--- config.mk ---
export PLATFORM = sky130hd
export DESIGN_NAME = supply_supervisor_watchdog
export DESIGN_NICKNAME = d
export VERILOG_FILES = /design/src/supervisor_pkg.sv /design/src/supply_supervisor_watchdog.sv
export SDC_FILE = /design/constraint.sdc
export NUM_CORES = 1
export LEC_CHECK = 0
export BUFFER_PORTS_ARGS = -buffer_cell sky130_fd_sc_hd__buf_4
export CORE_ASPECT_RATIO = 0.9
export CORE_UTILIZATION = 60
export DETAILED_ROUTE_END_ITERATION = 8
export PLACE_DENSITY = 0.86
export SETUP_SLACK_MARGIN = 0.2
export SYNTH_ARGS = -nofsm -noshare
export SYNTH_HDL_FRONTEND = slang
export SYNTH_SLANG_ARGS = --single-unit
--- constraint.sdc ---
create_clock -name pclk -period 6.4 [get_ports pclk]
set_clock_uncertainty 0.1 [all_clocks]
set_input_delay 0 -clock pclk [delete_from_list [all_inputs] [get_ports pclk]]
set_output_delay 0 -clock pclk [all_outputs]
set_load 0.01 [all_outputs]
--- src/supervisor_pkg.sv ---
// Package of constants, pin carrier and state codes for the supervisor.
`default_nettype none
package supervisor_pkg;

	////////////////////////////////////////////////////////////////////////
	// APB register map: byte addresses, one aligned word each.
	localparam logic [11:0] ADDR_STATUS = 12'h000;
	localparam logic [11:0] ADDR_CTRL = 12'h004;
	localparam logic [11:0] ADDR_TIMER = 12'h008;

	// Control register: bit 0 lets software enable the watchdog.
	localparam int CTRL_WD_EN_BIT = 0;
	localparam logic CTRL_WD_EN_RESET = 1'b1;

	// Status register field positions.
	localparam int ST_BELOW_THR_BIT = 0;
	localparam int ST_BELOW_BAK_BIT = 1;
	localparam int ST_SENSE_LOW_BIT = 2;
	localparam int ST_BATT_BIT = 3;
	localparam int ST_RESET_BIT = 4;
	localparam int ST_TIMEOUT_BIT = 5;
	localparam int ST_FIRST_BIT = 6;
	localparam int ST_WD_ON_BIT = 7;
	localparam int ST_EXT_BIT = 8;
	localparam int ST_STATE_LSB = 9;

	////////////////////////////////////////////////////////////////////////
	// Timing: clock rate, internal tick and period lengths.
	localparam int CLK_PERIOD_NS = 10;
	localparam int TICK_NS = 1000000;
	localparam int TICK_CYCLES = TICK_NS / CLK_PERIOD_NS;
	localparam int RESET_MS = 200;
	localparam int WD_SHORT_MS = 100;
	localparam int WD_LONG_MS = 1600;
	localparam logic [11:0] RESET_TICKS = 12'(RESET_MS * 1000000 / TICK_NS);
	localparam logic [11:0] WD_SHORT_TICKS = 12'(WD_SHORT_MS * 1000000 / TICK_NS);
	localparam logic [11:0] WD_LONG_TICKS = 12'(WD_LONG_MS * 1000000 / TICK_NS);
	localparam logic [11:0] EXT_WD_PERIODS = 12'd1024;
	localparam logic [11:0] EXT_RESET_PERIODS = 12'd2048;
	localparam int CE_HOLD_NS = 15000;
	localparam logic [10:0] CE_HOLD_CYCLES = 11'(CE_HOLD_NS / CLK_PERIOD_NS);

	////////////////////////////////////////////////////////////////////////
	// Comparator results and pin levels as they arrive at the logic.
	typedef struct packed {
		logic below_threshold;
		logic below_backup;
		logic sense_below_ref;
		logic kick_high;
		logic kick_low;
		logic timebase_select;
		logic timebase_level;
		logic chip_enable_in;
	} pins_t;

	// Reset and watchdog sequencing states.
	typedef enum logic [1:0] {
		ST_LOWV = 2'b00,
		ST_HOLD = 2'b01,
		ST_RUN = 2'b10
	} state_t;

endpackage : supervisor_pkg
`default_nettype wire

--- src/supply_supervisor_watchdog.sv ---
// Supply supervisor with watchdog, chip-enable gate and APB registers.
//
// Design decisions made here: register access over APB and the placing of the registers.
`timescale 1ns/10ps
`default_nettype none
module supply_supervisor_watchdog #(
	parameter int TICK_LEN = supervisor_pkg::TICK_CYCLES
) (
	input wire logic pclk,
	input wire logic presetn,
	input wire logic psel,
	input wire logic penable,
	input wire logic pwrite,
	input wire logic [11:0] paddr,
	input wire logic [31:0] pwdata,
	output logic [31:0] prdata,
	output logic pready,
	output logic pslverr,
	input wire supervisor_pkg::pins_t pins,
	output logic reset_n,
	output logic reset_hi,
	output logic supply_low_flag,
	output logic powerfail_flag,
	output logic battery_active,
	output logic timeout_flag,
	output logic chip_enable_gated
);
	import supervisor_pkg::*;

	////////////////////////////////////////////////////////////////////////
	// Declarations.
	pins_t meta_q;
	pins_t sync_q;
	pins_t prev_q;
	logic [31:0] div_q;
	state_t state_q;
	state_t state_d;
	logic [11:0] tmr_q;
	logic [11:0] tmr_d;
	logic rst_n_d;
	logic wdo_d;
	logic first_q;
	logic first_d;
	logic backup_q;
	logic [10:0] ce_tmr_q;
	logic [10:0] ce_tmr_d;
	logic ctrl_wd_en_q;
	logic [31:0] rdata;
	// Synchroniser reset values match the idle pin levels: supply good,
	// internal timebase on the long period, chip enable high and the kick
	// input floating, so no false edge or gate glitch follows a reset.
	localparam pins_t PINS_IDLE = 8'h07;

	////////////////////////////////////////////////////////////////////////
	// Pin synchronisers; levels are read from the second stage only.
	// The third stage keeps last cycle's level for the edge detectors.
	always_ff @(posedge pclk or negedge presetn) begin
		if (!presetn) begin
			meta_q <= PINS_IDLE;
			sync_q <= PINS_IDLE;
			prev_q <= PINS_IDLE;
		end else begin
			meta_q <= pins;
			sync_q <= meta_q;
			prev_q <= sync_q;
		end
	end

	// Decoded pin levels and their edges.
	// A kick edge is a direct change between high and low; a pass through
	// the mid level is no edge; floating the pin instead holds the timer at zero.
	wire below = sync_q.below_threshold;
	wire below_rise = below & ~prev_q.below_threshold;
	wire ce_in = sync_q.chip_enable_in;
	wire ext_mode = ~sync_q.timebase_select;
	wire tb_rise = sync_q.timebase_level & ~prev_q.timebase_level;
	wire kick_valid = sync_q.kick_high | sync_q.kick_low;
	wire kick_edge = (sync_q.kick_high & prev_q.kick_low) |
		(sync_q.kick_low & prev_q.kick_high);
	wire wd_on = ctrl_wd_en_q & kick_valid;

	////////////////////////////////////////////////////////////////////////
	// Internal timebase divider producing a one-cycle millisecond tick.
	// It runs free, so the first tick of a period can come early by up to
	// one tick; every period is therefore exact to within one tick.
	wire div_tick = (div_q == 32'(TICK_LEN - 1));

	always_ff @(posedge pclk or negedge presetn) begin
		if (!presetn) begin
			div_q <= '0;
		end else if (div_tick) begin
			div_q <= '0;
		end else begin
			div_q <= div_q + 32'd1;
		end
	end

	// Tick source and period lengths for the selected timebase.
	// The short period is refused until the first kick after reset clears
	// the first-timeout flag, which gives the host time to take control.
	wire tick = ext_mode ? tb_rise : div_tick;
	wire [11:0] reset_len = ext_mode ? EXT_RESET_PERIODS : RESET_TICKS;
	wire use_long = first_q | sync_q.timebase_level;
	wire [11:0] int_wd_len = use_long ? WD_LONG_TICKS : WD_SHORT_TICKS;
	wire [11:0] wd_len = ext_mode ? EXT_WD_PERIODS : int_wd_len;
	wire hold_done = (tmr_q == reset_len - 12'd1);
	wire wd_expire = (tmr_q == wd_len - 12'd1);

	////////////////////////////////////////////////////////////////////////
	// Reset and watchdog sequencer; low supply overrides every state.
	// Low supply is applied last so that it wins over a timeout in the same
	// cycle. A kick edge outranks an expiry in the running state, so the
	// flag can never be set and cleared by one edge.
	always_comb begin
		state_d = state_q;
		tmr_d = tmr_q;
		rst_n_d = reset_n;
		wdo_d = timeout_flag;
		first_d = first_q;
		case (state_q)
			ST_LOWV: begin
				rst_n_d = 1'b0;
				tmr_d = '0;
				first_d = 1'b1;
				state_d = ST_HOLD;
			end
			ST_HOLD: begin
				rst_n_d = 1'b0;
				first_d = 1'b1;
				if (tick) begin
					if (hold_done) begin
						state_d = ST_RUN;
						tmr_d = '0;
						rst_n_d = 1'b1;
					end else begin
						tmr_d = tmr_q + 12'd1;
					end
				end
			end
			ST_RUN: begin
				rst_n_d = 1'b1;
				if (kick_edge) begin
					tmr_d = '0;
					first_d = 1'b0;
				end else if (!wd_on) begin
					tmr_d = '0;
				end else if (tick) begin
					if (wd_expire) begin
						wdo_d = 1'b0;
						rst_n_d = 1'b0;
						tmr_d = '0;
						state_d = ST_HOLD;
					end else begin
						tmr_d = tmr_q + 12'd1;
					end
				end
			end
			default: begin
				state_d = ST_LOWV;
				rst_n_d = 1'b0;
				tmr_d = '0;
			end
		endcase
		if (kick_edge) begin
			wdo_d = 1'b1;
		end
		if (!wd_on) begin
			wdo_d = 1'b1;
		end
		if (below) begin
			state_d = ST_LOWV;
			tmr_d = '0;
			rst_n_d = 1'b0;
			wdo_d = 1'b1;
			first_d = 1'b1;
		end
	end

	// Sequencer registers; both reset outputs share one next value.
	// Loading both from one value keeps them complementary on every cycle.
	always_ff @(posedge pclk or negedge presetn) begin
		if (!presetn) begin
			state_q <= ST_LOWV;
			tmr_q <= '0;
			reset_n <= 1'b0;
			reset_hi <= 1'b1;
			timeout_flag <= 1'b1;
			first_q <= 1'b1;
		end else begin
			state_q <= state_d;
			tmr_q <= tmr_d;
			reset_n <= rst_n_d;
			reset_hi <= ~rst_n_d;
			timeout_flag <= wdo_d;
			first_q <= first_d;
		end
	end

	////////////////////////////////////////////////////////////////////////
	// Supply switch: change over only when both comparisons agree.
	// When the comparisons disagree the switch keeps its last choice, which
	// avoids chatter between the two sources near the threshold.
	always_ff @(posedge pclk or negedge presetn) begin
		if (!presetn) begin
			backup_q <= 1'b0;
		end else if (!below && !sync_q.below_backup) begin
			backup_q <= 1'b0;
		end else if (below && sync_q.below_backup) begin
			backup_q <= 1'b1;
		end
	end

	// Flag outputs that follow the comparators directly.
	// The supply flags are one register behind the synchroniser; battery_active is one register behind the switch.
	always_ff @(posedge pclk or negedge presetn) begin
		if (!presetn) begin
			battery_active <= 1'b0;
			supply_low_flag <= 1'b0;
			powerfail_flag <= 1'b0;
		end else begin
			battery_active <= backup_q;
			supply_low_flag <= ~below;
			powerfail_flag <= ~sync_q.sense_below_ref;
		end
	end

	////////////////////////////////////////////////////////////////////////
	// Chip-enable gate; a short hold keeps an access running into reset.
	// The hold is loaded only when the supply drops with the input low, and
	// any high input cancels it, so a finished access is never stretched.
	always_comb begin
		ce_tmr_d = ce_tmr_q;
		if (ce_in) begin
			ce_tmr_d = '0;
		end else if (below_rise) begin
			ce_tmr_d = CE_HOLD_CYCLES;
		end else if (ce_tmr_q != '0) begin
			ce_tmr_d = ce_tmr_q - 11'd1;
		end
	end

	// The gate passes a low input only while supply is good or held.
	wire ce_hold = (ce_tmr_d != '0);
	wire gated_d = ce_in | (below & ~ce_hold);

	always_ff @(posedge pclk or negedge presetn) begin
		if (!presetn) begin
			ce_tmr_q <= '0;
			chip_enable_gated <= 1'b1;
		end else begin
			ce_tmr_q <= ce_tmr_d;
			chip_enable_gated <= gated_d;
		end
	end

	////////////////////////////////////////////////////////////////////////
	// APB decode: one wait state, answer registered.
	// The answer is built at the first access edge and stands one cycle;
	// a write takes effect only at the edge where the master sees pready.
	wire access = psel & penable;
	wire ack = access & ~pready;
	wire done = access & pready;
	wire hit_status = (paddr == ADDR_STATUS);
	wire hit_ctrl = (paddr == ADDR_CTRL);
	wire hit_timer = (paddr == ADDR_TIMER);
	wire hit = hit_status | hit_ctrl | hit_timer;
	wire ctrl_write = done & pwrite & hit_ctrl;

	// Read data selection; unmapped and status bits above read zero.
	// Status shows synchronised levels, so it lags the pins by two cycles.
	wire [31:0] status_word = (32'(below) << ST_BELOW_THR_BIT) |
		(32'(sync_q.below_backup) << ST_BELOW_BAK_BIT) |
		(32'(sync_q.sense_below_ref) << ST_SENSE_LOW_BIT) |
		(32'(backup_q) << ST_BATT_BIT) |
		(32'(reset_n) << ST_RESET_BIT) |
		(32'(timeout_flag) << ST_TIMEOUT_BIT) |
		(32'(first_q) << ST_FIRST_BIT) |
		(32'(wd_on) << ST_WD_ON_BIT) |
		(32'(ext_mode) << ST_EXT_BIT) |
		(32'(state_q) << ST_STATE_LSB);
	wire [31:0] ctrl_word = 32'(ctrl_wd_en_q) << CTRL_WD_EN_BIT;
	wire [31:0] timer_word = 32'(tmr_q);

	always_comb begin
		rdata = '0;
		if (hit_status) begin
			rdata = status_word;
		end else if (hit_ctrl) begin
			rdata = ctrl_word;
		end else if (hit_timer) begin
			rdata = timer_word;
		end
	end

	// Bus answer registers; a write lands on the completing edge.
	// Read data is zero outside the answer cycle, so a stale word is never
	// left standing on the bus.
	always_ff @(posedge pclk or negedge presetn) begin
		if (!presetn) begin
			pready <= 1'b0;
			prdata <= '0;
			pslverr <= 1'b0;
		end else begin
			pready <= ack;
			prdata <= (ack & ~pwrite) ? rdata : 32'h0;
			pslverr <= ack & ~hit;
		end
	end

	// Control register.
	// Clearing the enable stops the watchdog and holds its flag high.
	always_ff @(posedge pclk or negedge presetn) begin
		if (!presetn) begin
			ctrl_wd_en_q <= CTRL_WD_EN_RESET;
		end else if (ctrl_write) begin
			ctrl_wd_en_q <= pwdata[CTRL_WD_EN_BIT];
		end
	end

endmodule : supply_supervisor_watchdog
`default_nettype wire

# == Yosys cells after proc, flatten, opt, wreduce, memory -nomap -nowiden ==
# Cells that the tools add are included.
# classes
add_sub_neg,5
n_eq_ne,18
muxes,47
bitwise,38
n_reduce_logical,15
# op_table
operator,n
2-to-1 mux 12 bit,11
2-to-1 mux 32 bit,2
2-to-1 mux 11 bit,5
"adder 32 x 1 -> 32 bit, second input constant",1
"equality test 32 x 17 -> 1 bit, second input constant",1
equality test 12 bit,2
case mux 12 bit (2 select lines),1
nonzero test 11 bit,2
"inequality test 3 bit, second input constant",7
2-to-1 mux 1 bit,18
2-to-1 mux 2 bit,7
bitwise AND 1 bit,13
"adder 12 x 1 -> 12 bit, second input constant",1
"equality test 12 x 3 -> 1 bit, second input constant",1
"equality test 12 x 4 -> 1 bit, second input constant",1
logical NOT 12 bit,1
"inequality test 4 x 3 -> 1 bit, second input constant",3
"subtractor 11 x 1 -> 12 bit, second input constant",1
"subtractor 12 x 1 -> 12 bit, second input constant",1
OR 9 x 11 -> 11 bit,1
"subtractor 11 x 1 -> 11 bit, second input constant",1
inverter 1 bit,10
OR 8 x 9 -> 9 bit,1
OR 7 x 8 -> 8 bit,1
21 further kinds,30
# totals
regBits,121
inputBits,57
out_inout_bits,41
word_cells,160

# == Logic depth before layout (Yosys ltp) ==
# Gate-level depths: netlist of run 1.
# logic_depth
ltp_word,12
depth_mapped,9
mapped_depth_nobuf,8

# == Least setup slack after synthesis of run 1 ==
# Ideal clock, no wire load.
# synth_timing
kind,reg2reg
from,reg ce_tmr_q[0]
to,reg chip_enable_gated
setup_ns,0.078
arrival_ns,2.186
required_ns,6.222
slack_ns,4.036
path_stages_with_launch,8
path_buffers,1
period_less_slack_ns,2.364
cell_sequence,dfrtp_1 buf_6 or4_4 or3_1 or4_1 a31oi_2 nor3_1 a31o_1
# synth_via
elab_chain_cells,8
elab_cells_between_ends,9
classes_between,add/sub: 1; mux: 3; bitwise: 3; reduce/logical: 2
# synth_lines
item,line,source
"start, declared",supply_supervisor_watchdog.sv:45,logic [10:0] ce_tmr_q;
"start signal, assigned",supply_supervisor_watchdog.sv:251,ce_tmr_q <= ce_tmr_d;
subtractor 11 x 1 -> 11 bit or nonzero test 11 bit (tied branches),"supply_supervisor_watchdog.sv:238, supply_supervisor_watchdog.sv:237",
2-to-1 mux 11 bit (*),supply_supervisor_watchdog.sv:237,end else if (ce_tmr_q != '0) begin
2-to-1 mux 11 bit (*),supply_supervisor_watchdog.sv:235,end else if (below_rise) begin
2-to-1 mux 11 bit (*),supply_supervisor_watchdog.sv:233,if (ce_in) begin
via ce_tmr_d[7],supply_supervisor_watchdog.sv:46,logic [10:0] ce_tmr_d;
nonzero test 11 bit (*),supply_supervisor_watchdog.sv:243,wire ce_hold = (ce_tmr_d != '0);
inverter 1 bit (*),supply_supervisor_watchdog.sv:244,wire gated_d = ce_in | (below & ~ce_hold);
bitwise AND 1 bit (*),supply_supervisor_watchdog.sv:244,
OR 1 bit (*),supply_supervisor_watchdog.sv:244,
via gated_d,supply_supervisor_watchdog.sv:244,
"end signal, assigned",supply_supervisor_watchdog.sv:252,chip_enable_gated <= gated_d;
"end, declared",supply_supervisor_watchdog.sv:26,output logic chip_enable_gated
# Mark *: on every way through the listed nets, which the timed path passes. The rest lies on a longest branch.
# A chain may end at the register's enable or synchronous reset.

# == Worst setup path after layout of run 1 ==
# layout_timing
from,reg sync_q[2] (netlist bit)
to,reg tmr_q[8]
# layout_via
elab_chain_cells,9
elab_cells_between_ends,18
classes_between,add/sub: 2; eq/ne: 4; mux: 11; reduce/logical: 1
# layout_lines
item,line,source
"start, declared",supply_supervisor_watchdog.sv:33,pins_t sync_q;
"start signal, assigned",supply_supervisor_watchdog.sv:64,sync_q <= meta_q;
2-to-1 mux 11 bit,supply_supervisor_watchdog.sv:105,wire [11:0] wd_len = ext_mode ? EXT_WD_PERIODS : int_wd_len;
subtractor 11 x 1 -> 12 bit,supply_supervisor_watchdog.sv:107,wire wd_expire = (tmr_q == wd_len - 12'd1);
equality test 12 bit,supply_supervisor_watchdog.sv:107,
2-to-1 mux 12 bit,supply_supervisor_watchdog.sv:148,if (wd_expire) begin
2-to-1 mux 12 bit,supply_supervisor_watchdog.sv:147,end else if (tick) begin
2-to-1 mux 12 bit,supply_supervisor_watchdog.sv:145,end else if (!wd_on) begin
2-to-1 mux 12 bit,supply_supervisor_watchdog.sv:142,if (kick_edge) begin
case mux 12 bit (2 select lines),supply_supervisor_watchdog.sv:120,case (state_q)
2-to-1 mux 12 bit,supply_supervisor_watchdog.sv:170,if (below) begin
"end signal, assigned",supply_supervisor_watchdog.sv:191,tmr_q <= tmr_d;
"end, declared",supply_supervisor_watchdog.sv:38,logic [11:0] tmr_q;
# Parallel ways exist; a longest one is shown, timed or not. The select of a mux whose other input is x is not followed.

==> results of run 1 <==
-- worst paths after layout --
kind / depth (start not counted) / end / slack (ns)
max reg2reg: 6 / tmr_q[8] / 3.27
max: 6 / tmr_q[8] / 3.27
max in group asynchronous: 3 / div_q[25] / 5.03
min in group pclk: 3 / prdata[4] / 0.13
min: 2 / ce_tmr_q[4] / 0.11
min reg2reg: 0 / sync_q[3] / 0.25
-- power by group through the flow --
stage,logic [mW],registers (mW),clock network [mW]
after floorplan,0.239,0.718,0
after global placement,0.294,0.728,0
after detailed placement,0.307,0.730,0
after CTS,0.319,0.719,0.427
after global routing,0.359,0.725,0.449
final,0.323,0.720,0.418
-- final cells by class --
cell class                      instances  area, um2  share of cell area (%)
Sequential cell                       101       2540                    44.5
Inverter                               15       56.3                   0.986
Clock inverter                          3       42.5                   0.745
Timing Repair Buffer                   67        548                    9.60
Multi-Input combinational cell        363       2230                    39.0
Clock buffer                           13        169                    2.96
Tap cell                               99        124                    2.17
-- registers in the layout, summed over array words and instances, names as in the netlist --
signal / count
timeout_flag: 1
prdata: 12
ce_tmr_q: 11
pslverr: 1
tmr_q: 12
pready: 1
sync_q: 6
div_q: 32
ce_in: 1
powerfail_flag: 1
first_q: 1
meta_q: 8
backup_q: 1
reset_n: 1
chip_enable_gated: 1
ctrl_wd_en_q: 1
reset_hi: 1
state_q: 2
below: 1
supply_low_flag: 1
prev_q: 4
battery_active: 1
-- kinds of logic (layout without fill, tap and decap cells) --
kind of cell	after synthesis	after routing	synth area share, %
compound gates	89	89	12.6
xor+xnor	35	35	6.14
fa+ha+maj	9	9	2.25
buf+inv	55	98	6.06
flops	101	101	50.9
mux	3	3	0.626
other cells	1	20	0.0751
simple gates	207	207	21.3
-- per-stage QoR --
stage	setup WS (ns)	power (mW)	cells	cell area, um2	utilization (%)
detailed placement	3.39	1.04	627	5310	65.8
finish	3.27	1.46	661	5710	70.8
global placement	3.45	1.02	627	5310	65.8
CTS	3.36	1.46	661	5700	70.7
floorplan	4.04	0.957	519	5070	-
global route	3.07	1.53	661	5710	70.8
-- worst register-to-register path, cell delays in order (launching register included) --
cell and delay, ns:
dfstp_2 0.65, o21ai_0 0.12, mux2_1 0.29, o21ai_1 0.70, a21oi_1 0.19, o21bai_1 0.76, o41ai_1 0.18
-- metal layers --
metal	wire length, um	GRT usage, %
met1	4670	33.4
met2	5270	45.3
met3	807	6.87
met4	207	8.14
met5	0	0
-- synth_stat cells, types with 2 or more instances --
cell,number
dfrtp_1,89
nor2_1,53
nand2_1,40
nand3_1,25
xnor2_1,24
buf_4,20
o31ai_1,18
nor3_1,17
clkbuf_1,14
a21oi_1,13
a22oi_1,13
inv_1,13
dfstp_2,12
nor4_1,11
xor2_1,11
and3_1,10
nand4_1,10
ha_1,9
o21ai_1,8
nor2b_1,7
or3_1,7
a2111oi_0,5
and4_1,5
o21ai_0,5
nor3b_1,4
a211oi_1,3
buf_2,3
nand2b_1,3
o21a_1,3
a211o_1,2
a31o_1,2
a31oi_1,2
inv_2,2
mux2i_1,2
nand3b_1,2
o211a_1,2
o211ai_1,2
o311ai_1,2
or2b_2,2
or4_4,2
-- what timing repair did --
item	CTS	global route
endpoints found under the hold margin	65	0
hold buffers	18	0
endpoints found under the setup margin	0	0
==> metrics.md, run 1 <==
| Metric | Value |
|---|---|
| Clk slew on worst S/H paths | `0.09 ns` |
| IO Pins | `98` |
| Global-route wire length before repair | `17800 um` |
| Initial antenna violation count | `0` |
| # nets final | `623` |
| Yosys warns | `0` |
| Clock power share | `~29%` |
| Number of global-route vias before repair | `3690` |
| Vias per Instance | `6.04` |
| Bufs and invs on worst path | `0` |
| Setup TNS | `0 ns` |
| Worst setup SP type | `flip-flop` |
| Via count | `3991` |
| Max Cap Viol | `0` |
| Worst path max stage delay | `0.76 ns` |
| Initial DRC count | `417` |
| Hpwl dp | `7290 um` |
| Synth async-reset ratio | `100%` |
| Fin. Hold Viols | `0` |
| Fin. max-slew vios | `0` |
| Class of the worst hold path | `in2async` |
| Crit path launch | `sync_q[2]` |
| Initial Util | `61.9%` |
| Port Buf Inserts | `46` |
| Drt wl/cell | `around 17 um` |
| Routability cong. | `0.900` |
| Post-synth EDFFs | `0` |
| Syn Area/Cell | `9.99 um2` |
| Syn Inst Count | `500` |
| Gr ovfl total | `0` |
| Die area | `0.00870 mm2` |
| Cell Pwr Density | `roughly 260 mW/mm2` |
| CTS tree | `done` |
| R2R Path Start | `sync_q[2]` |
| Root buffer cell | `clkbuf_8` |
| Detailed Route WL | `approximately 11000 um` |
| DRC Markers | `9` |
| TritonRoute pass-1 iters | `9` |
| Least-Margin Pin Slew | `1.21 ns` |
| FILL cells | `609` |
| Chip height | `slightly below 90 um` |
| Ant. Diodes | `0` |
| Switching power | `444 uW` |
| Switching Fraction | `30.4%` |
| Hold WS | `~0.11 ns` |
| Final ANT Viol Nets | `0` |
| RSZ-0062 raised after global routing | `no` |
| Core footprint | `0.00807 mm2` |
| Row Count | `31` |
| CTS Buf Count | `9` |
| Failing checks | `DRC` |
| WS Path Type | `reg2reg` |
| Internal Power | `1.02 mW` |
| Run status | `complete, but fails checks` |
| Library cells used by synthesis | `63` |
| Worst vdd ir | `0.156 mV` |
| Maximum number of pins on one net before global-route repair | `55` |
| Final setup fails | `0` |
| CP Cell Sequence | `o21ai_0 > mux2_1 > o21ai_1 > a21oi_1 > o21bai_1 > o41ai_1` |
| Worst-path fanout max | `11` |
| Max transition margin | `19.0%` |
| Critical Path RT | `6.51 ns` |
| Commonest non-fill, non-tap cells in the layout | `dfrtp_1, nor2_1, buf_4` |
| CTS Sinks | `101` |
| Reg power frac | `between 40 and 50%` |
| Synth top area cells | `dfrtp_1, dfstp_2, xnor2_1` |
| Logic gate share of total power | `22.1%` |
| Die outline width | `98.2 um` |
| Register area share after synthesis | `50.9%` |
| Period Utilization, post-route | `48.9%` |
| Family with the most delay on the worst path | `compound AO/OA/AOI/OAI gates` |
| Setup Fix Bufs, Post-CTS | `0` |
| Post-CTS Resized | `0` |
| # H-tree levels | `3` |
| FMAX | `~320 MHz` |
| Layout cells sized above 1 | `~15%` |
| Area of the mapped netlist | `0.00500 mm2` |
| GRT Overall Usage | `26.4%` |
| Leakage | `2.55 nW` |
| Slowest-stage cell, CP | `o21bai_1` |
| Post-synth top area share | `44.6%` |
| Synthesis-to-finish area growth | `14.3%` |
| Crit path DAT | `~3.2 ns` |
| Clock buffer depth | `2` |
| Synth Register Bits | `101` |
| Crit end category | `flip-flop` |
| Largest area contributor in the netlist | `dfrtp_1` |
| Minimum clock period | `roughly 3.1 ns` |
| Clock Latency Late Sink | `0.36 ns` |
| Commonest non-fill, non-tap cell in the layout | `dfrtp_1` |
| Most used DFF post-synth | `dfrtp_1` |
Power figures use the tool's default switching activity.
==> inputs of run 2 (changes only) <==
Settings changed: CORE_UTILIZATION 60 to 55, PLACE_DENSITY 0.86 to 0.8.
Clock period 6.4 ns to 3.25 ns, I/O delays scaled along.
==> metrics.md, run 2 (synthesis results as in run 1) <==
| Metric | Value |
|---|---|
| Global-route wire length before repair | `18000 um (+1.2%)` |
| Setup Fix Bufs, Post-CTS | `0 (unchanged)` |
| WS Path Type | `reg2reg` |
| Die area | `0.00947 mm2 (+8.9%)` |
| CTS tree | `done` |
| Leakage | `2.57 nW (+0.99%)` |
| Worst vdd ir | `0.249 mV (+59%)` |
| # nets final | `631 (+1.3%)` |
| DRC Markers | `0 (-9)` |
| Maximum number of pins on one net before global-route repair | `54 (-1.8%)` |
| CTS Sinks | `101 (unchanged)` |
| Chip height | `92.4 um (+4.3%)` |
| Routability cong. | `0.888 (-1.4%)` |
| CTS Buf Count | `9 (unchanged)` |
| Crit path DAT | `2.73 ns (-0.51 ns)` |
| Fin. Hold Viols | `0 (unchanged)` |
| Gr ovfl total | `0 (unchanged)` |
| Hold path start | `pwrite` |
| Least-Margin Pin Slew | `0.815 ns (-0.390 ns)` |
| FILL cells | `674 (+11%)` |
| Commonest non-fill, non-tap cells in the layout | `dfrtp_1, buf_4, nor2_1` |
| Die outline width | `102 um (+4.4%)` |
| Worst-path fanout max | `11 (unchanged)` |
| Minimum clock period | `2.54 ns (-0.586 ns)` |
| Core footprint | `0.00869 mm2 (+7.7%)` |
| Final setup fails | `0 (unchanged)` |
| # H-tree levels | `3 (unchanged)` |
| Hpwl dp | `7340 um (+0.61%)` |
| Initial DRC count | `269 (-35%)` |
| Regs by FF count | `div_q: 32 flops, prdata: 12 flops, tmr_q: 12 flops` |
| Cts hold-fix bufs | `18 (unchanged)` |
| Critical Path RT | `3.44 ns (-3.07 ns)` |
| RSZ-0062 raised after global routing | `no` |
| Clock Latency Late Sink | `0.36 ns (about the same)` |
| Setup TNS | `0 ns (unchanged)` |
| Max reg flops | `32 (unchanged)` |
| Period Utilization, post-route | `78.2% (+29 points)` |
| Area of the multi-input gates | `0.00222 mm2 (-0.22%)` |
| Via count | `3950 (-1.0%)` |
| FF-to-FF setup slack | `0.71 ns (-2.56 ns)` |
| Final std cells w/o fill | `689 (+4.2%)` |
| RR Endpoint | `state_q[1]` |
| Clk slew on worst S/H paths | `0.09 ns (about the same)` |
| Port Buf Inserts | `46 (unchanged)` |
| Max transition margin | `45.1% (+26 points)` |
| Initial antenna violation count | `0 (unchanged)` |
| Clock buffer depth | `2 (unchanged)` |
| Layout cells sized above 1 | `16.7% (+1.2 points)` |
| Final ANT Viol Nets | `0 (unchanged)` |
| Post-placement cell count | `655 (+4.5%)` |
| Class of the worst hold path | `in2reg` |
| Worst Hold Path Cells | `3` |
| Number of global-route vias before repair | `3816 (+3.4%)` |
| Fin. max-slew vios | `0 (unchanged)` |
| Register Area | `0.00254 mm2 (unchanged)` |
| Worst setup SP type | `flip-flop` |
| Crit end category | `flip-flop` |
| Hold Crit Endpoint | `prdata[10]` |
| Root buffer cell | `clkbuf_8` |
| Biggest register | `div_q` |
| R2R Path Start | `sync_q[2]` |
| IO Pins | `98 (unchanged)` |
| Initial Util | `57.5% (-4.4 points)` |
| Drt wl/cell | `15.3 um (-7.4%)` |
| FMAX | `393 MHz (+23%)` |
| Post-CTS Resized | `0 (unchanged)` |
| GRT Overall Usage | `24.5% (-1.9 points)` |
| Ant. Diodes | `0 (unchanged)` |
| Max Cap Viol | `0 (unchanged)` |
| Cells on worst reg2reg path | `7 (+1)` |
| Vias per Instance | `5.73 (-5.0%)` |
| Cell Pwr Density | `488 mW/mm2 (+91%)` |
| Detailed Route WL | `10600 um (-3.5%)` |
| Row Count | `32 (+3.2%)` |
| Synthesis-to-finish area growth | `15.6%` |
| Run status | `finished, final reports clean` |
| TritonRoute pass-1 iters | `5 (-4)` |
| Commonest non-fill, non-tap cell in the layout | `dfrtp_1` |
==> run 2: cell types whose count changed in the layout (fill, tap and decap cells not counted), sizes merged <==
cell      previous run  this run
bufinv               1         0
buf                 49        57
clkinvlp             1         3
clkbuf              13        12
==> run 2: final cells by class <==
class                   instances  share of cell area [%]
well taps                     119                    2.58
multi-input cells             363                    38.5
inverters                      15                   0.975
flip-flops and latches        101                    44.0
clock buffers                  12                    2.86
clock inverters                 4                   0.542
repair buffers                 75                    10.5
==> run 2: routing by layer <==
metal	share of wire (%)	track usage [%]	vias up
met5	0	0	-
met4	1.5	7.74	0
met3	6.8	4.83	19
met2	47	39.2	156
met1	45	33.4	1899
li1	-	-	1876
==> run 2: worst max-delay path by stage <==
stage                 from           endpoint  slack, ns  cells after the start
4_1_cts          div_q[24]           tmr_q[8]       0.73                      7
6_report         sync_q[2]         state_q[1]       0.71                      7
3_5_place_dp     div_q[24]           tmr_q[8]       0.77                      7
2_1_floorplan  ce_tmr_q[0]  chip_enable_gated       0.89                      7
3_3_place_gp     sync_q[2]         state_q[1]       0.81                      7
5_1_grt           tmr_q[0]           tmr_q[3]       0.52                      7
==> run 2: where the power goes <==
part | internal [mW] | total (mW) | switching, mW
Sequential | 1.33 | 1.42 | 0.0881
Clock | 0.342 | 0.759 | 0.416
Combinational | 0.262 | 0.643 | 0.381
==> run 2: per-stage QoR <==
stage	setup slack, ns	hold WS, ns	total power [mW]	util (%)	area [um2]
6_report	0.707	0.0922	2.82	66.5	5770
5_1_grt	0.525	0.122	2.98	66.5	5770
4_1_cts	0.733	0.0817	2.83	66.5	5770
3_5_place_dp	0.769	-0.0189	2.06	62.1	5400
3_3_place_gp	0.807	-0.0360	2.03	62.1	5400
2_1_floorplan	0.886	-0.396	1.88	-	5070
==> run 2: worst max-delay path: stages (launching register included) <==
cell and delay [ns]:
dfstp_2 0.66, inv_2 0.10, or3_1 0.36, a221oi_1 0.40, buf_4 0.23, o2111ai_1 0.14
a22oi_1 0.28, mux2i_1 0.21
==> inputs of run 3 (changes only) <==
Clock period 3.25 ns to 2.43 ns, I/O delays scaled along.
==> metrics.md, run 3 (synthesis results as in run 1) <==
| Metric | Value |
|---|---|
| Run status | `complete, but fails checks` |
| Failing checks | `setup timing` |
| Period Utilization, post-route | `101% (+22 points)` |
| Fin. Hold Viols | `0 (unchanged)` |
| Layout cells sized above 1 | `35.7% (+19 points)` |
| Routability cong. | `0.889 (about the same)` |
| Top Usage Layer GRT | `met2` |
| Core footprint | `0.00869 mm2 (unchanged)` |
| Crit path launch | `sync_q[2]` |
| CP Cell Sequence | `buf_6 > inv_6 > or3_4 > a221oi_4 > buf_6 > a21oi_4 > o21bai_4 > buf_6 > buf_6 > o21ai_2` |
| Slowest-stage cell, CP | `dfstp_2` |
| Worst-path fanout max | `5 (-6)` |
| Leakage | `2.96 nW (+15%)` |
| Global-route wire length before repair | `20900 um (+16%)` |
| RSZ-0062 raised after global routing | `yes` |
| Ant. Diodes | `0 (unchanged)` |
| # nets final | `683 (+8.2%)` |
| FF-to-FF setup slack | `-0.01 ns (-0.72 ns)` |
| Commonest non-fill, non-tap cell in the layout | `buf_4` |
| Least-Margin Pin Slew | `0.751 ns (-0.0645 ns)` |
| FILL cells | `506 (-25%)` |
| Final std cells w/o fill | `741 (+7.5%)` |
| Initial Util | `57.5% (unchanged)` |
| Reg power frac | `41.1% (-9.2 points)` |
| Cell Pwr Density | `670 mW/mm2 (+37%)` |
| Clock Latency Late Sink | `0.38 ns (+0.02 ns)` |
| Regs by FF count | `div_q: 32 flops, prdata: 12 flops, tmr_q: 12 flops` |
| Crit end category | `flip-flop` |
| Hold WS | `0.0606 ns (-0.0316 ns)` |
| Cells on worst reg2reg path | `10 (+3)` |
| Switching Fraction | `31.3% (-0.10 points)` |
| Final Instance Area | `0.00687 mm2 (+19%)` |
| Maximum number of pins on one net before global-route repair | `61 (+13%)` |
| DP Area | `0.00556 mm2 (+2.9%)` |
| IO Pins | `98 (unchanged)` |
| CTS tree | `done` |
| Internal Power | `3.16 mW (+63%)` |
| Worst setup SP type | `flip-flop` |
| Port Buf Inserts | `46 (unchanged)` |
| Detailed Route WL | `14400 um (+36%)` |
| TritonRoute pass-1 iters | `5 (unchanged)` |
| CTS Sinks | `101 (unchanged)` |
| Post-placement cell count | `673 (+2.7%)` |
| Max reg flops | `32 (unchanged)` |
| Family with the most delay on the worst path | `compound AO/OA/AOI/OAI gates` |
| Number of global-route vias before repair | `4471 (+17%)` |
| Setup TNS | `-0.0134 ns (-0.0134 ns)` |
| Crit path DAT | `2.62 ns (-0.11 ns)` |
| GRT Overall Usage | `29.0% (+4.5 points)` |
| M1 GR Usage | `34.8% (+1.4 points)` |
| Clock buffer depth | `2 (unchanged)` |
| Vias per Instance | `6.15 (+7.3%)` |
| Initial antenna violation count | `0 (unchanged)` |
| Critical Path RT | `2.61 ns (-0.83 ns)` |
| Clock power share | `30.1% (+3.2 points)` |
| Row Count | `32 (unchanged)` |
| CTS Buf Count | `9 (unchanged)` |
| Initial DRC count | `455 (+69%)` |
| CP Depth | `10 (+3)` |
| Die area | `0.00947 mm2 (unchanged)` |
| Minimum clock period | `2.44 ns (-0.0995 ns)` |
| Pwr Total | `4.60 mW (+63%)` |
| Via count | `4560 (+15%)` |
| Final ANT Viol Nets | `0 (unchanged)` |
| Met3 Use GR | `6.04% (+1.2 points)` |
| # H-tree levels | `3 (unchanged)` |
| Final setup fails | `1 (+1)` |
| Max transition margin | `49.8% (+4.7 points)` |
| Die outline width | `102 um (unchanged)` |
| Logic gate share of total power | `28.7% (+5.9 points)` |
| Pre-CTS WS | `-0.0635 ns (-0.832 ns)` |
| Hpwl dp | `7670 um (+4.5%)` |
| Clk slew on worst S/H paths | `0.09 ns (about the same)` |
| Worst vdd ir | `0.501 mV (+100%)` |
| Switching power | `1.44 mW (+63%)` |
| Biggest register | `div_q` |
| DRC Markers | `0 (unchanged)` |
| Met2 Use GR | `49.3% (+10 points)` |
| Drt wl/cell | `19.5 um (+27%)` |
| Class of the worst hold path | `in2async` |
| Root buffer cell | `clkbuf_8` |
| FMAX | `409 MHz (+4.1%)` |
| R2R Path Start | `sync_q[2]` |
| Max Cap Viol | `0 (unchanged)` |
| Bufs and invs on worst path | `5 (+3)` |
| Worst path max stage delay | `0.58 ns (-0.08 ns)` |
| Chip height | `92.4 um (unchanged)` |
| Fin. max-slew vios | `0 (unchanged)` |
| WS Path Type | `reg2reg` |
| Synthesis-to-finish area growth | `37.5%` |
| Fin util | `79.1% (+13 points)` |
| CP dominant cell by count | `buf_6` |
| Gr ovfl total | `0 (unchanged)` |
| Commonest non-fill, non-tap cells in the layout | `buf_4, dfrtp_1, nor2_1` |
| Setup slack after layout | `-0.0134 ns (-0.721 ns)` |
## run 3: per-layer routing
| metal | vias to the layer above | share of wire, % |
|---|---|---|
| met4 | 0 | 4.4 |
| met3 | 66 | 9.0 |
| met2 | 299 | 48 |
| met1 | 2212 | 38 |
| li1 | 1983 | - |
| met5 | - | 0 |
## run 3: timing repair
| item | in CTS | in global routing |
|---|---|---|
| buffers inserted | 15 | 17 |
| cloned | 2 | 1 |
| hold buffers | 18 | 0 |
| pin swaps | 20 | 38 |
| gates resized for setup | 58 | 65 |
| setup endpoints to repair | 21 | 26 |
| endpoints found under the hold margin | 105 | 0 |
## run 3: layout make-up
type                    count  area, um2  share of cell area (%)
multi-input cells         363       2780                    40.5
flip-flops and latches    101       2550                    37.1
repair buffers            127       1060                    15.5
well taps                 119        149                    2.17
clock buffers              12        145                    2.11
clock inverters             4        120                    1.75
inverters                  15       61.3                   0.892
## run 3: final timing paths
kind | end
max | tmr_q[0]
min | ce_tmr_q[7]
max reg2reg | tmr_q[0]
min reg2reg | sync_q[4]
max in group asynchronous | meta_q[1]
min in group pclk | prdata[2]
## run 3: worst reg2reg max path, cell delays in order (launching register included)
cell and delay [ns]:
dfstp_2 0.58, buf_6 0.12, inv_6 0.03, or3_4 0.39, a221oi_4 0.35, buf_6 0.17, a21oi_4 0.07, o21bai_4 0.19
buf_6 0.18, buf_6 0.11, o21ai_2 0.04
## run 3: power groups by stage
stage | registers, mW | logic [mW] | clock network [mW]
3_5_place_dp | 1.91 | 0.906 | 0
3_3_place_gp | 1.91 | 0.863 | 0
6_report | 1.89 | 1.32 | 1.39
2_1_floorplan | 1.89 | 0.632 | 0
5_1_grt | 1.90 | 1.42 | 1.45
4_1_cts | 1.88 | 1.07 | 1.39
